**src/cis_params.svh**
```systemverilog
`ifndef CIS_PARAMS_SVH
`define CIS_PARAMS_SVH

// ----------------------------------------------------------------
// Register map (byte addresses)
// ----------------------------------------------------------------
`define CIS_OFF_CORE_CTRL   12'h000
`define CIS_OFF_FLAGS_REG   12'h004
`define CIS_OFF_ENABLE      12'h008
`define CIS_OFF_IRQ_FLAGS   12'h00c
`define CIS_OFF_LEVEL_SEL   12'h010
`define CIS_OFF_STATUS      12'h014
`define CIS_OFF_STACK_PTR   12'h018

// ----------------------------------------------------------------
// Field positions
// ----------------------------------------------------------------
`define CIS_CTRL_VRS_BIT    0
`define CIS_CTRL_APPLK_BIT  1
`define CIS_CTRL_LDRLK_BIT  2
`define CIS_FLG_C_BIT       0
`define CIS_FLG_Z_BIT       1
`define CIS_FLG_I_BIT       7

// ----------------------------------------------------------------
// Reset values
// ----------------------------------------------------------------
`define CIS_RST_CTRL        3'h0
`define CIS_RST_FLAGS       8'h00
`define CIS_RST_ENABLE      8'h00
`define CIS_RST_LEVEL_SEL   8'h00
`define CIS_RST_SP          16'h10ff

// ----------------------------------------------------------------
// Timing counts (core clock cycles)
// ----------------------------------------------------------------
`define CIS_ENTRY_CYCLES    3'h5
`define CIS_WAKE_CYCLES     3'h5
`define CIS_RETURN_CYCLES   3'h5
`define CIS_PC_BYTES        3'h3

`endif

```
**src/cis_pkg.sv**
```systemverilog
package cis_pkg;

    typedef enum logic [1:0] {
        CIS_ST_RUN    = 2'b00,
        CIS_ST_WAKE   = 2'b01,
        CIS_ST_ENTRY  = 2'b10,
        CIS_ST_RETURN = 2'b11
    } cis_state_e;

    typedef struct packed {
        logic retire;
        logic busy;
        logic sei;
        logic global_disable_instruction;
        logic return_from_handler_instruction;
        logic sleeping;
    } cis_insn_s;

    typedef struct packed {
        logic       valid;
        logic [1:0] op;
        logic [4:0] rd;
        logic [4:0] rr;
    } cis_alu_s;

    typedef struct packed {
        logic        we;
        logic        re;
        logic [15:0] addr;
        logic [7:0]  wdata;
    } cis_stack_s;

    typedef struct packed {
        logic        jump;
        logic [23:0] target;
    } cis_redirect_s;

endpackage

```
**src/cis_sequencer.sv**
```systemverilog
// The implementer's own choices: the address map and the APB slave port.
`timescale 1ns/10ps
`include "cis_params.svh"
// Functional notes
// - Runs on undivided core clock, no divider
// - Two-register ALU op completes in one cycle
// - Reset and each source own vectors
// - Take only with own and global enable
// - Lock bits suppress by program counter region
// - Lower vector index wins; reset highest
// - Relocate bit and fuse move vectors
// - Entry clears global enable
// - Global enable in handler allows nesting
// - Return sets global enable
// - Vectoring clears the matching flag
// - Write one clears flag, zero keeps
// - Disabled flags stay pending, served by priority
// - Level sources request only while present
// - One main instruction after return first
// - Flags register not saved nor restored
// - Global disable blocks same-cycle interrupt
// - Instruction after enable runs before interrupt
// - Entry five cycles, pushes program counter
// - Multi-cycle instruction finishes before entry
// - Wake from sleep adds five cycles
// - Return five cycles, pops three bytes
module cis_sequencer
    import cis_pkg::*;
#(
    parameter int          NSRC        = 8,
    parameter logic [23:0] LOADER_BASE = 24'h00f000
) (
    input  wire logic                pclk,
    input  wire logic                presetn,
    input  wire logic                clk_en,
    input  wire logic                psel,
    input  wire logic                penable,
    input  wire logic                pwrite,
    input  wire logic [11:0]         paddr,
    input  wire logic [31:0]         pwdata,
    output logic                     pready,
    output logic [31:0]              prdata,
    output logic                     pslverr,
    input  wire logic [NSRC-1:0]     src_event,
    input  wire logic [NSRC-1:0]     src_level,
    input  wire logic                reset_vector_relocate_fuse,
    input  wire cis_insn_s           insn,
    input  wire logic [23:0]         pc_in,
    input  wire cis_alu_s            alu_req,
    input  wire logic [7:0]          stack_rdata,
    output cis_stack_s               stack_bus,
    output cis_redirect_s            redirect,
    output logic                     entry_busy,
    output logic [7:0]               alu_result,
    output logic [23:0]              reset_vector
);

    // ----------------------------------------------------------------
    // State
    // ----------------------------------------------------------------
    // Core clock is pclk itself: no prescaler anywhere in this block
    cis_state_e          state_ff;
    logic [2:0]          cnt_ff;
    logic [2:0]          core_ctrl_ff;
    logic [7:0]          flags_reg_ff;
    logic [NSRC-1:0]     enable_ff;
    logic [NSRC-1:0]     irq_flag_ff;
    logic [NSRC-1:0]     level_sel_ff;
    logic [15:0]         sp_ff;
    logic                hold_one_ff;
    logic                fuse_ff;
    logic                strap_done_ff;
    logic [$clog2(NSRC)-1:0] vec_idx_ff;
    logic [23:0]         ret_pc_ff;
    logic [7:0]          regfile_ff [32];

    logic [NSRC-1:0]     pending;
    logic                locked;
    logic                take;
    logic [$clog2(NSRC)-1:0] win_idx;
    logic                apb_wr;
    logic                apb_rd;
    logic [NSRC-1:0]     w1c;
    logic [NSRC-1:0]     hw_clr;
    logic [8:0]          nxt_alu;

    // ----------------------------------------------------------------
    // Helpers
    // ----------------------------------------------------------------
    function automatic logic [23:0] vec_addr(input logic relocate, input logic [7:0] slot);
        // Two program words per slot; slot 0 is reset
        vec_addr = (relocate ? LOADER_BASE : 24'h000000) + {15'h0000, slot, 1'b0};
    endfunction

    function automatic logic [$clog2(NSRC)-1:0] first_set(input logic [NSRC-1:0] req);
        first_set = '0;
        for (int i = NSRC - 1; i >= 0; i--) begin
            if (req[i]) begin
                first_set = i[$clog2(NSRC)-1:0];
            end
        end
    endfunction

    // ----------------------------------------------------------------
    // Request qualification
    // ----------------------------------------------------------------
    always_comb begin
        // Level sources have no memory: they vanish with their condition
        pending = ((irq_flag_ff & ~level_sel_ff) | (src_level & level_sel_ff))
                  & enable_ff;
        locked  = (core_ctrl_ff[`CIS_CTRL_APPLK_BIT] && pc_in < LOADER_BASE) ||
                  (core_ctrl_ff[`CIS_CTRL_LDRLK_BIT] && pc_in >= LOADER_BASE);
        win_idx = first_set(pending);
        // Only at an instruction boundary, never mid multi-cycle insn
        take    = (state_ff == CIS_ST_RUN) && (|pending) && !locked &&
                  flags_reg_ff[`CIS_FLG_I_BIT] &&
                  !insn.global_disable_instruction &&
                  !hold_one_ff &&
                  (insn.retire || insn.sleeping) && !insn.busy;
    end

    // ----------------------------------------------------------------
    // Sequencing
    // ----------------------------------------------------------------
    always_ff @(posedge pclk or negedge presetn) begin
        if (!presetn) begin
            state_ff   <= CIS_ST_RUN;
            cnt_ff     <= 3'h0;
            vec_idx_ff <= '0;
        end else if (clk_en) begin
            unique case (state_ff)
                CIS_ST_RUN: begin
                    cnt_ff <= 3'h0;
                    if (take) begin
                        vec_idx_ff <= win_idx;
                        state_ff   <= insn.sleeping ? CIS_ST_WAKE : CIS_ST_ENTRY;
                    end else if (insn.return_from_handler_instruction && insn.retire) begin
                        state_ff <= CIS_ST_RETURN;
                    end
                end
                CIS_ST_WAKE: begin
                    cnt_ff <= cnt_ff + 3'h1;
                    if (cnt_ff == `CIS_WAKE_CYCLES - 3'h1) begin
                        cnt_ff   <= 3'h0;
                        state_ff <= CIS_ST_ENTRY;
                    end
                end
                CIS_ST_ENTRY: begin
                    cnt_ff <= cnt_ff + 3'h1;
                    if (cnt_ff == `CIS_ENTRY_CYCLES - 3'h1) begin
                        cnt_ff   <= 3'h0;
                        state_ff <= CIS_ST_RUN;
                    end
                end
                CIS_ST_RETURN: begin
                    cnt_ff <= cnt_ff + 3'h1;
                    if (cnt_ff == `CIS_RETURN_CYCLES - 3'h1) begin
                        cnt_ff   <= 3'h0;
                        state_ff <= CIS_ST_RUN;
                    end
                end
            endcase
        end
    end

    // One main-program instruction must retire after return or enable
    always_ff @(posedge pclk or negedge presetn) begin
        if (!presetn) begin
            hold_one_ff <= 1'b0;
        end else if (clk_en) begin
            if (state_ff == CIS_ST_RETURN && cnt_ff == `CIS_RETURN_CYCLES - 3'h1) begin
                hold_one_ff <= 1'b1;
            end else if (insn.sei && insn.retire) begin
                hold_one_ff <= 1'b1;
            end else if (insn.retire) begin
                hold_one_ff <= 1'b0;
            end
        end
    end

    // ----------------------------------------------------------------
    // Stack traffic and redirect
    // ----------------------------------------------------------------
    always_ff @(posedge pclk or negedge presetn) begin
        if (!presetn) begin
            stack_bus  <= '0;
            sp_ff      <= `CIS_RST_SP;
            redirect   <= '0;
            ret_pc_ff  <= 24'h000000;
        end else if (clk_en) begin
            stack_bus.we <= 1'b0;
            stack_bus.re <= 1'b0;
            redirect     <= '0;
            if (apb_wr && paddr == `CIS_OFF_STACK_PTR) begin
                sp_ff <= pwdata[15:0];
            end
            // Push low byte first, stack grows downward
            if (state_ff == CIS_ST_ENTRY && cnt_ff < `CIS_PC_BYTES) begin
                stack_bus.we    <= 1'b1;
                stack_bus.addr  <= sp_ff;
                stack_bus.wdata <= pc_in[{cnt_ff[1:0], 3'b000} +: 8];
                sp_ff           <= sp_ff - 16'h0001;
            end
            if (state_ff == CIS_ST_ENTRY && cnt_ff == `CIS_ENTRY_CYCLES - 3'h1) begin
                redirect.jump   <= 1'b1;
                redirect.target <= vec_addr(core_ctrl_ff[`CIS_CTRL_VRS_BIT],
                                            8'({1'b0, vec_idx_ff} + 1));
            end
            // Pop high byte first; data comes back one cycle later
            if (state_ff == CIS_ST_RETURN && cnt_ff < `CIS_PC_BYTES) begin
                stack_bus.re   <= 1'b1;
                stack_bus.addr <= sp_ff + 16'h0001;
                sp_ff          <= sp_ff + 16'h0001;
            end
            // Each byte stands one cycle after the cycle of its read strobe
            if (state_ff == CIS_ST_RETURN && cnt_ff >= 3'h2 &&
                cnt_ff <= `CIS_PC_BYTES + 3'h1) begin
                ret_pc_ff <= {ret_pc_ff[15:0], stack_rdata};
            end
            // Last byte arrives on the jump cycle itself, so it bypasses the shifter
            if (state_ff == CIS_ST_RETURN && cnt_ff == `CIS_RETURN_CYCLES - 3'h1) begin
                redirect.jump   <= 1'b1;
                redirect.target <= {ret_pc_ff[15:0], stack_rdata};
            end
        end
    end

    assign entry_busy = (state_ff != CIS_ST_RUN);

    // ----------------------------------------------------------------
    // Reset vector strap, caught after release
    // ----------------------------------------------------------------
    always_ff @(posedge pclk or negedge presetn) begin
        if (!presetn) begin
            fuse_ff       <= 1'b0;
            strap_done_ff <= 1'b0;
        end else if (clk_en && !strap_done_ff) begin
            fuse_ff       <= reset_vector_relocate_fuse;
            strap_done_ff <= 1'b1;
        end
    end

    always_ff @(posedge pclk or negedge presetn) begin
        if (!presetn) begin
            reset_vector <= 24'h000000;
        end else if (clk_en) begin
            reset_vector <= vec_addr(fuse_ff, 8'h00);
        end
    end

    // ----------------------------------------------------------------
    // Flags register and interrupt flags
    // ----------------------------------------------------------------
    // Handlers must save flags themselves: nothing here stacks them
    always_ff @(posedge pclk or negedge presetn) begin
        if (!presetn) begin
            flags_reg_ff <= `CIS_RST_FLAGS;
        end else if (clk_en) begin
            if (apb_wr && paddr == `CIS_OFF_FLAGS_REG) begin
                flags_reg_ff <= pwdata[7:0];
            end
            if (alu_req.valid) begin
                flags_reg_ff[`CIS_FLG_C_BIT] <= nxt_alu[8];
                flags_reg_ff[`CIS_FLG_Z_BIT] <= (nxt_alu[7:0] == 8'h00);
            end
            if (insn.sei && insn.retire) begin
                flags_reg_ff[`CIS_FLG_I_BIT] <= 1'b1;
            end
            if (insn.global_disable_instruction) begin
                flags_reg_ff[`CIS_FLG_I_BIT] <= 1'b0;
            end
            if (take) begin
                flags_reg_ff[`CIS_FLG_I_BIT] <= 1'b0;
            end
            if (state_ff == CIS_ST_RETURN && cnt_ff == `CIS_RETURN_CYCLES - 3'h1) begin
                flags_reg_ff[`CIS_FLG_I_BIT] <= 1'b1;
            end
        end
    end

    always_comb begin
        w1c    = (apb_wr && paddr == `CIS_OFF_IRQ_FLAGS) ? pwdata[NSRC-1:0] : '0;
        hw_clr = '0;
        if (take) begin
            hw_clr[win_idx] = 1'b1;
        end
    end

    // A new event beats a same-cycle clear
    always_ff @(posedge pclk or negedge presetn) begin
        if (!presetn) begin
            irq_flag_ff <= '0;
        end else if (clk_en) begin
            irq_flag_ff <= (irq_flag_ff & ~w1c & ~hw_clr) | src_event;
        end
    end

    // ----------------------------------------------------------------
    // Single-cycle register-to-register ALU
    // ----------------------------------------------------------------
    always_comb begin
        unique case (alu_req.op)
            2'b00: nxt_alu = {1'b0, regfile_ff[alu_req.rd]} + {1'b0, regfile_ff[alu_req.rr]};
            2'b01: nxt_alu = {1'b0, regfile_ff[alu_req.rd]} - {1'b0, regfile_ff[alu_req.rr]};
            2'b10: nxt_alu = {1'b0, regfile_ff[alu_req.rd] & regfile_ff[alu_req.rr]};
            2'b11: nxt_alu = {1'b0, regfile_ff[alu_req.rd] | regfile_ff[alu_req.rr]};
        endcase
    end

    // No reset on the file: it is storage, not control
    always_ff @(posedge pclk) begin
        if (clk_en && alu_req.valid) begin
            regfile_ff[alu_req.rd] <= nxt_alu[7:0];
        end
    end

    always_ff @(posedge pclk or negedge presetn) begin
        if (!presetn) begin
            alu_result <= 8'h00;
        end else if (clk_en && alu_req.valid) begin
            alu_result <= nxt_alu[7:0];
        end
    end

    // ----------------------------------------------------------------
    // APB slave
    // ----------------------------------------------------------------
    // Zero wait states; read data is captured in the setup cycle
    assign pready  = 1'b1;
    assign apb_wr  = clk_en && psel && penable && pwrite;
    assign apb_rd  = clk_en && psel && !penable && !pwrite;

    always_ff @(posedge pclk or negedge presetn) begin
        if (!presetn) begin
            core_ctrl_ff <= `CIS_RST_CTRL;
            enable_ff    <= NSRC'(`CIS_RST_ENABLE);
            level_sel_ff <= NSRC'(`CIS_RST_LEVEL_SEL);
        end else if (apb_wr) begin
            if (paddr == `CIS_OFF_CORE_CTRL) begin
                core_ctrl_ff <= pwdata[2:0];
            end
            if (paddr == `CIS_OFF_ENABLE) begin
                enable_ff <= pwdata[NSRC-1:0];
            end
            if (paddr == `CIS_OFF_LEVEL_SEL) begin
                level_sel_ff <= pwdata[NSRC-1:0];
            end
        end
    end

    always_ff @(posedge pclk or negedge presetn) begin
        if (!presetn) begin
            prdata  <= 32'h00000000;
            pslverr <= 1'b0;
        end else if (clk_en && psel && !penable) begin
            pslverr <= 1'b0;
            prdata  <= 32'h00000000;
            unique case (paddr)
                `CIS_OFF_CORE_CTRL: if (apb_rd) prdata <= {29'h0, core_ctrl_ff};
                `CIS_OFF_FLAGS_REG: if (apb_rd) prdata <= {24'h0, flags_reg_ff};
                `CIS_OFF_ENABLE:    if (apb_rd) prdata <= 32'(enable_ff);
                `CIS_OFF_IRQ_FLAGS: if (apb_rd) prdata <= 32'(irq_flag_ff);
                `CIS_OFF_LEVEL_SEL: if (apb_rd) prdata <= 32'(level_sel_ff);
                `CIS_OFF_STATUS:    if (apb_rd) prdata <= {16'h0, 8'(vec_idx_ff),
                                                           hold_one_ff, locked,
                                                           1'b0, cnt_ff, state_ff};
                `CIS_OFF_STACK_PTR: if (apb_rd) prdata <= {16'h0, sp_ff};
                default:            pslverr <= 1'b1;
            endcase
        end
    end

endmodule

```
**config.mk**
```make
export PLATFORM = sky130hd
export DESIGN_NAME = cis_sequencer
export DESIGN_NICKNAME = d
export VERILOG_FILES = /design/src/cis_pkg.sv /design/src/cis_sequencer.sv
export VERILOG_INCLUDE_DIRS = /design/src /design/src/src
export SDC_FILE = /design/constraint.sdc
export NUM_CORES = 1
export LEC_CHECK = 0
export BUFFER_PORTS_ARGS = -buffer_cell sky130_fd_sc_hd__buf_2
export CORE_AREA = 4 4 195 197
export CTS_CLUSTER_DIAMETER = 30
export DETAILED_ROUTE_END_ITERATION = 10
export DIE_AREA = 0 0 199 201
export PLACE_DENSITY_LB_ADDON = 0.2
export SLEW_MARGIN = 0
export SYNTH_ARGS = -nofsm -noshare
export SYNTH_HDL_FRONTEND = slang
export SYNTH_SLANG_ARGS = --single-unit
```
**constraint.sdc**
```tcl
create_clock -name pclk -period 5.4 [get_ports pclk]
set_clock_uncertainty 0.1 [all_clocks]
set_input_delay 0.54 -clock pclk [delete_from_list [all_inputs] [get_ports pclk]]
set_output_delay 0.54 -clock pclk [all_outputs]
set_load 0.02 [all_outputs]
```
==> reports/summary.txt <==
Status: complete, no violations
Fill cell count: 2500
Final-report max-slew violation count: 0
Crit path time final: 4.505 ns
Simple-gate area share of the yosys netlist: 0.08974
Number of diodes: 0
Synth Area per Inst: 12.71 µm²
Final worst slack: 0.8949 ns
Row Count: 70
Vias in the first global route: 15420
Antenna violations before repair: 1
Final setup viols: 0
DRT iter0 DRCs: 1935
Worst slew pin tran: 1.275 ns
# port buffers: 182
Hold WS: 0.009815 ns
Worst setup path start: alu_req[0]
CTS Buf Count: 83
Compound-Gate Fraction of Synth Area: 0.1110
Capture point of the worst reg-to-reg path: regfile_ff[21][7]$_DFFE_PP_
Adder-cell share of the synthesized area: 0.01287
Post-Synth XOR/XNOR Area: 0.01619
Hold Crit Class: primary input to async pin
Mapped Area: 21090 µm²
FFs w/ async S/R, synth: 0.3771
CTS clk-pin slew, worst paths: 0.05 ns
WP data arrival: 4.84 ns
Hold buffers post-CTS: 0
Die H: 201 µm
Peak Freq: 0.2220 GHz
Placed Cells incl. Taps: 2243
Synth cell types: 84
YS warnings: 0
DRT Pass-1 Iters: 7
H-tree depth: 3
Crit path depth: 17
Register area share after synthesis: 0.5488
Unrepaired setup endpoints after global routing: false
Largest net degree at the start of global routing: 106
DR WL/cell: 27.50 µm
Synthesis-stage register bit count: 411
FF-to-FF path depth: 15
Synthesized instance count: 1660
Critical Path Start Type: primary input
Ports: 236
CTS tree: built
Die area: 40000 µm²
Die W: 199 µm
Critical path buffers and inverters: 4
ANT nets after route: 0
PostCTS Resize Cnt: 0
Final std cells w/o fill: 2395
Grt total ovfl: 0
GPL Wtd Cong: 1.040
Sum Neg Setup Slack: 0 ns
Vias/cell: 6.628
Main flop type after synthesis: edfxtp_1
Max FO, Critical Path: 25
Multiplexer area fraction after synthesis: 0.1742
Slowest-stage cell, CP: mux4_2
Setup Slack @ Placement: 0.3186 ns
Vias: 15880
Share of layout cells above drive strength 1: 0.2750
CP delay by family, top: multiplexers
Max_cap viols: 0
CTS max path bufs: 3
Starting Density: 0.5817
Crit Path Class: primary input to flop
Fin crit share: 0.8343
Crit path to: regfile_ff[21][7]$_DFFE_PP_
Largest family of logic cells by synthesized area: multiplexers
Root buf cell: clkbuf_16
EDFF count, synth: 256
Post-layout nets: 1994
Required time worst endpoint: 5.73 ns
Synth-to-Final Area Change: 19.56%
Crit end category: flop
Final Hold Violating Endpoints: 0
DPL Wire Length: 45700 µm
Leakage: 10.28 nW
CP max stage delay: 0.59 ns
Sink Count: 411
Gr usage total: 0.3238
Max-slew headroom: 0.1449
VDD IR max: 0.4283 mV
Core ar.: 36260 µm²
Clock latency on the worst-skew pair: 0.60 ns
Critical path cell sequence: buf_2 -> buf_12 -> mux4_2 -> mux4_2 -> nand2_1 -> nand2_1 -> inv_1 -> ha_1 -> mux2i_1 -> ha_1 -> a21o_1 -> a21o_1 -> a31oi_1 -> o21ai_0 -> xnor2_1 -> o32ai_4 -> buf_4
Post-route cell area: 25220 µm²
Drt drc: 0
Setup bufs post-CTS: 0
Power per Cell Area: 450.4 nW/µm²
First-pass GRT wire length: 97290 µm
Worst r2r src: regfile_ff[23][0]$_DFFE_PP_
FF-to-FF setup slack: 0.92 ns
Placed Area: 22360 µm²
Final WL: 65870 µm
-- synthesized netlist by cell type (10+ instances only) --
| master | count | area share |
|---|---|---|
| edfxtp_1 | 256 | 0.36 |
| dfrtp_1 | 146 | 0.17 |
| mux2i_1 | 139 | 0.066 |
| nand2_1 | 114 | 0.020 |
| nor2_1 | 114 | 0.020 |
| o21ai_0 | 69 | 0.016 |
| mux2_2 | 68 | 0.036 |
| clkbuf_1 | 66 | 0.012 |
| a21oi_1 | 61 | 0.014 |
| o22ai_1 | 58 | 0.017 |
| mux4_2 | 55 | 0.059 |
| buf_4 | 47 | 0.017 |
| a22o_1 | 37 | 0.015 |
| inv_1 | 29 | 0.0052 |
| xor2_1 | 22 | 0.0091 |
| a22oi_1 | 21 | 0.0075 |
| buf_2 | 21 | 0.0050 |
| nor4_1 | 20 | 0.0059 |
| a31oi_1 | 17 | 0.0050 |
| xnor2_1 | 17 | 0.0071 |
| nand3_1 | 16 | 0.0038 |
| ha_1 | 15 | 0.0089 |
| nor3_1 | 15 | 0.0036 |
| a21o_1 | 14 | 0.0050 |
| and3_1 | 13 | 0.0039 |
| a221oi_1 | 12 | 0.0050 |
| nor2b_1 | 12 | 0.0036 |
| mux4_1 | 10 | 0.012 |
-- worst min-delay path by stage --
| stage | end | cells after the start | startpoint |
|---|---|---|---|
| after floorplan | alu_result[0]$_DFFE_PN0P_ | 0 | presetn |
| after global placement | prdata[13]$_DFFE_PN0P_ | 2 | prdata[13]$_DFFE_PN0P_ |
| after detailed placement | prdata[13]$_DFFE_PN0P_ | 2 | prdata[13]$_DFFE_PN0P_ |
| after CTS | sp_ff[9]$_DFFE_PN0P_ | 1 | presetn |
| after global routing | prdata[13]$_DFFE_PN0P_ | 2 | pwrite |
| final | stack_bus[21]$_DFFE_PN0P_ | 1 | presetn |
-- layout by cell type, fill, tap and decap left out, types with 29 or more instances in the layout --
cell / n
mux2i_1: 139
buf_2: 179
dfrtp_1: 146
buf_4: 46
nand2_1: 114
mux2_2: 68
inv_1: 29
o21ai_0: 69
a21oi_1: 60
a22o_1: 37
o22ai_1: 58
edfxtp_1: 256
mux4_2: 55
nor2_1: 114
conb_1: 37
clkbuf_16: 88
-- layout make-up --
class / count / area (µm²) / share of cell area
well taps: 468 / 585.6 / 0.02322
clock inverters: 56 / 611.8 / 0.02426
repair buffers: 233 / 1384 / 0.05487
multi-input cells: 1100 / 8692 / 0.3447
clock buffers: 96 / 2252 / 0.08930
inverters: 31 / 116.4 / 0.004614
flip-flops and latches: 411 / 11580 / 0.4591
-- sequential cells by signal, indices dropped and copies added (netlist names) --
name,flops
sp_ff,16
level_sel_ff,8
state_ff,2
fuse_ff,1
redirect,25
irq_flag_ff,8
regfile_ff,256
alu_result,8
vec_idx_ff,3
reset_vector,1
strap_done_ff,1
hold_one_ff,1
pslverr,1
prdata,16
flags_reg_ff,8
enable_ff,8
core_ctrl_ff,3
stack_bus,26
cnt_ff,3
ret_pc_ff,16
-- kinds of logic after synthesis --
logic type / Yosys count
buffers and inverters: 184
other: 2
XOR/XNOR: 39
flip-flops: 411
AO/OA/AOI/OAI: 349
AND/OR/NAND/NOR: 380
adder cells (fa/ha/maj): 22
multiplexers: 273
-- metal layers --
layer | wire [µm] | track usage | vias to the layer above
li1 | - | - | 6772
met1 | 24260 | 0.4235 | 7863
met2 | 31480 | 0.5192 | 1037
met3 | 6528 | 0.06865 | 201
met4 | 3579 | 0.1539 | 2
met5 | 19 | 0 | -
-- power by group --
group          switching (W)  internal, W
Combinational        0.00134     0.000714
Sequential          0.000301      0.00382
Clock                0.00174      0.00344
Total                0.00338      0.00798
-- through the flow --
stage | power [W] | util
final | 0.01136 | 0.6955
after global routing | 0.01175 | 0.6955
after CTS | 0.01137 | 0.6955
after floorplan | 0.005443 | -
after detailed placement | 0.006202 | 0.6165
after global placement | 0.006132 | 0.6165
(Power assumes the default switching activity.)
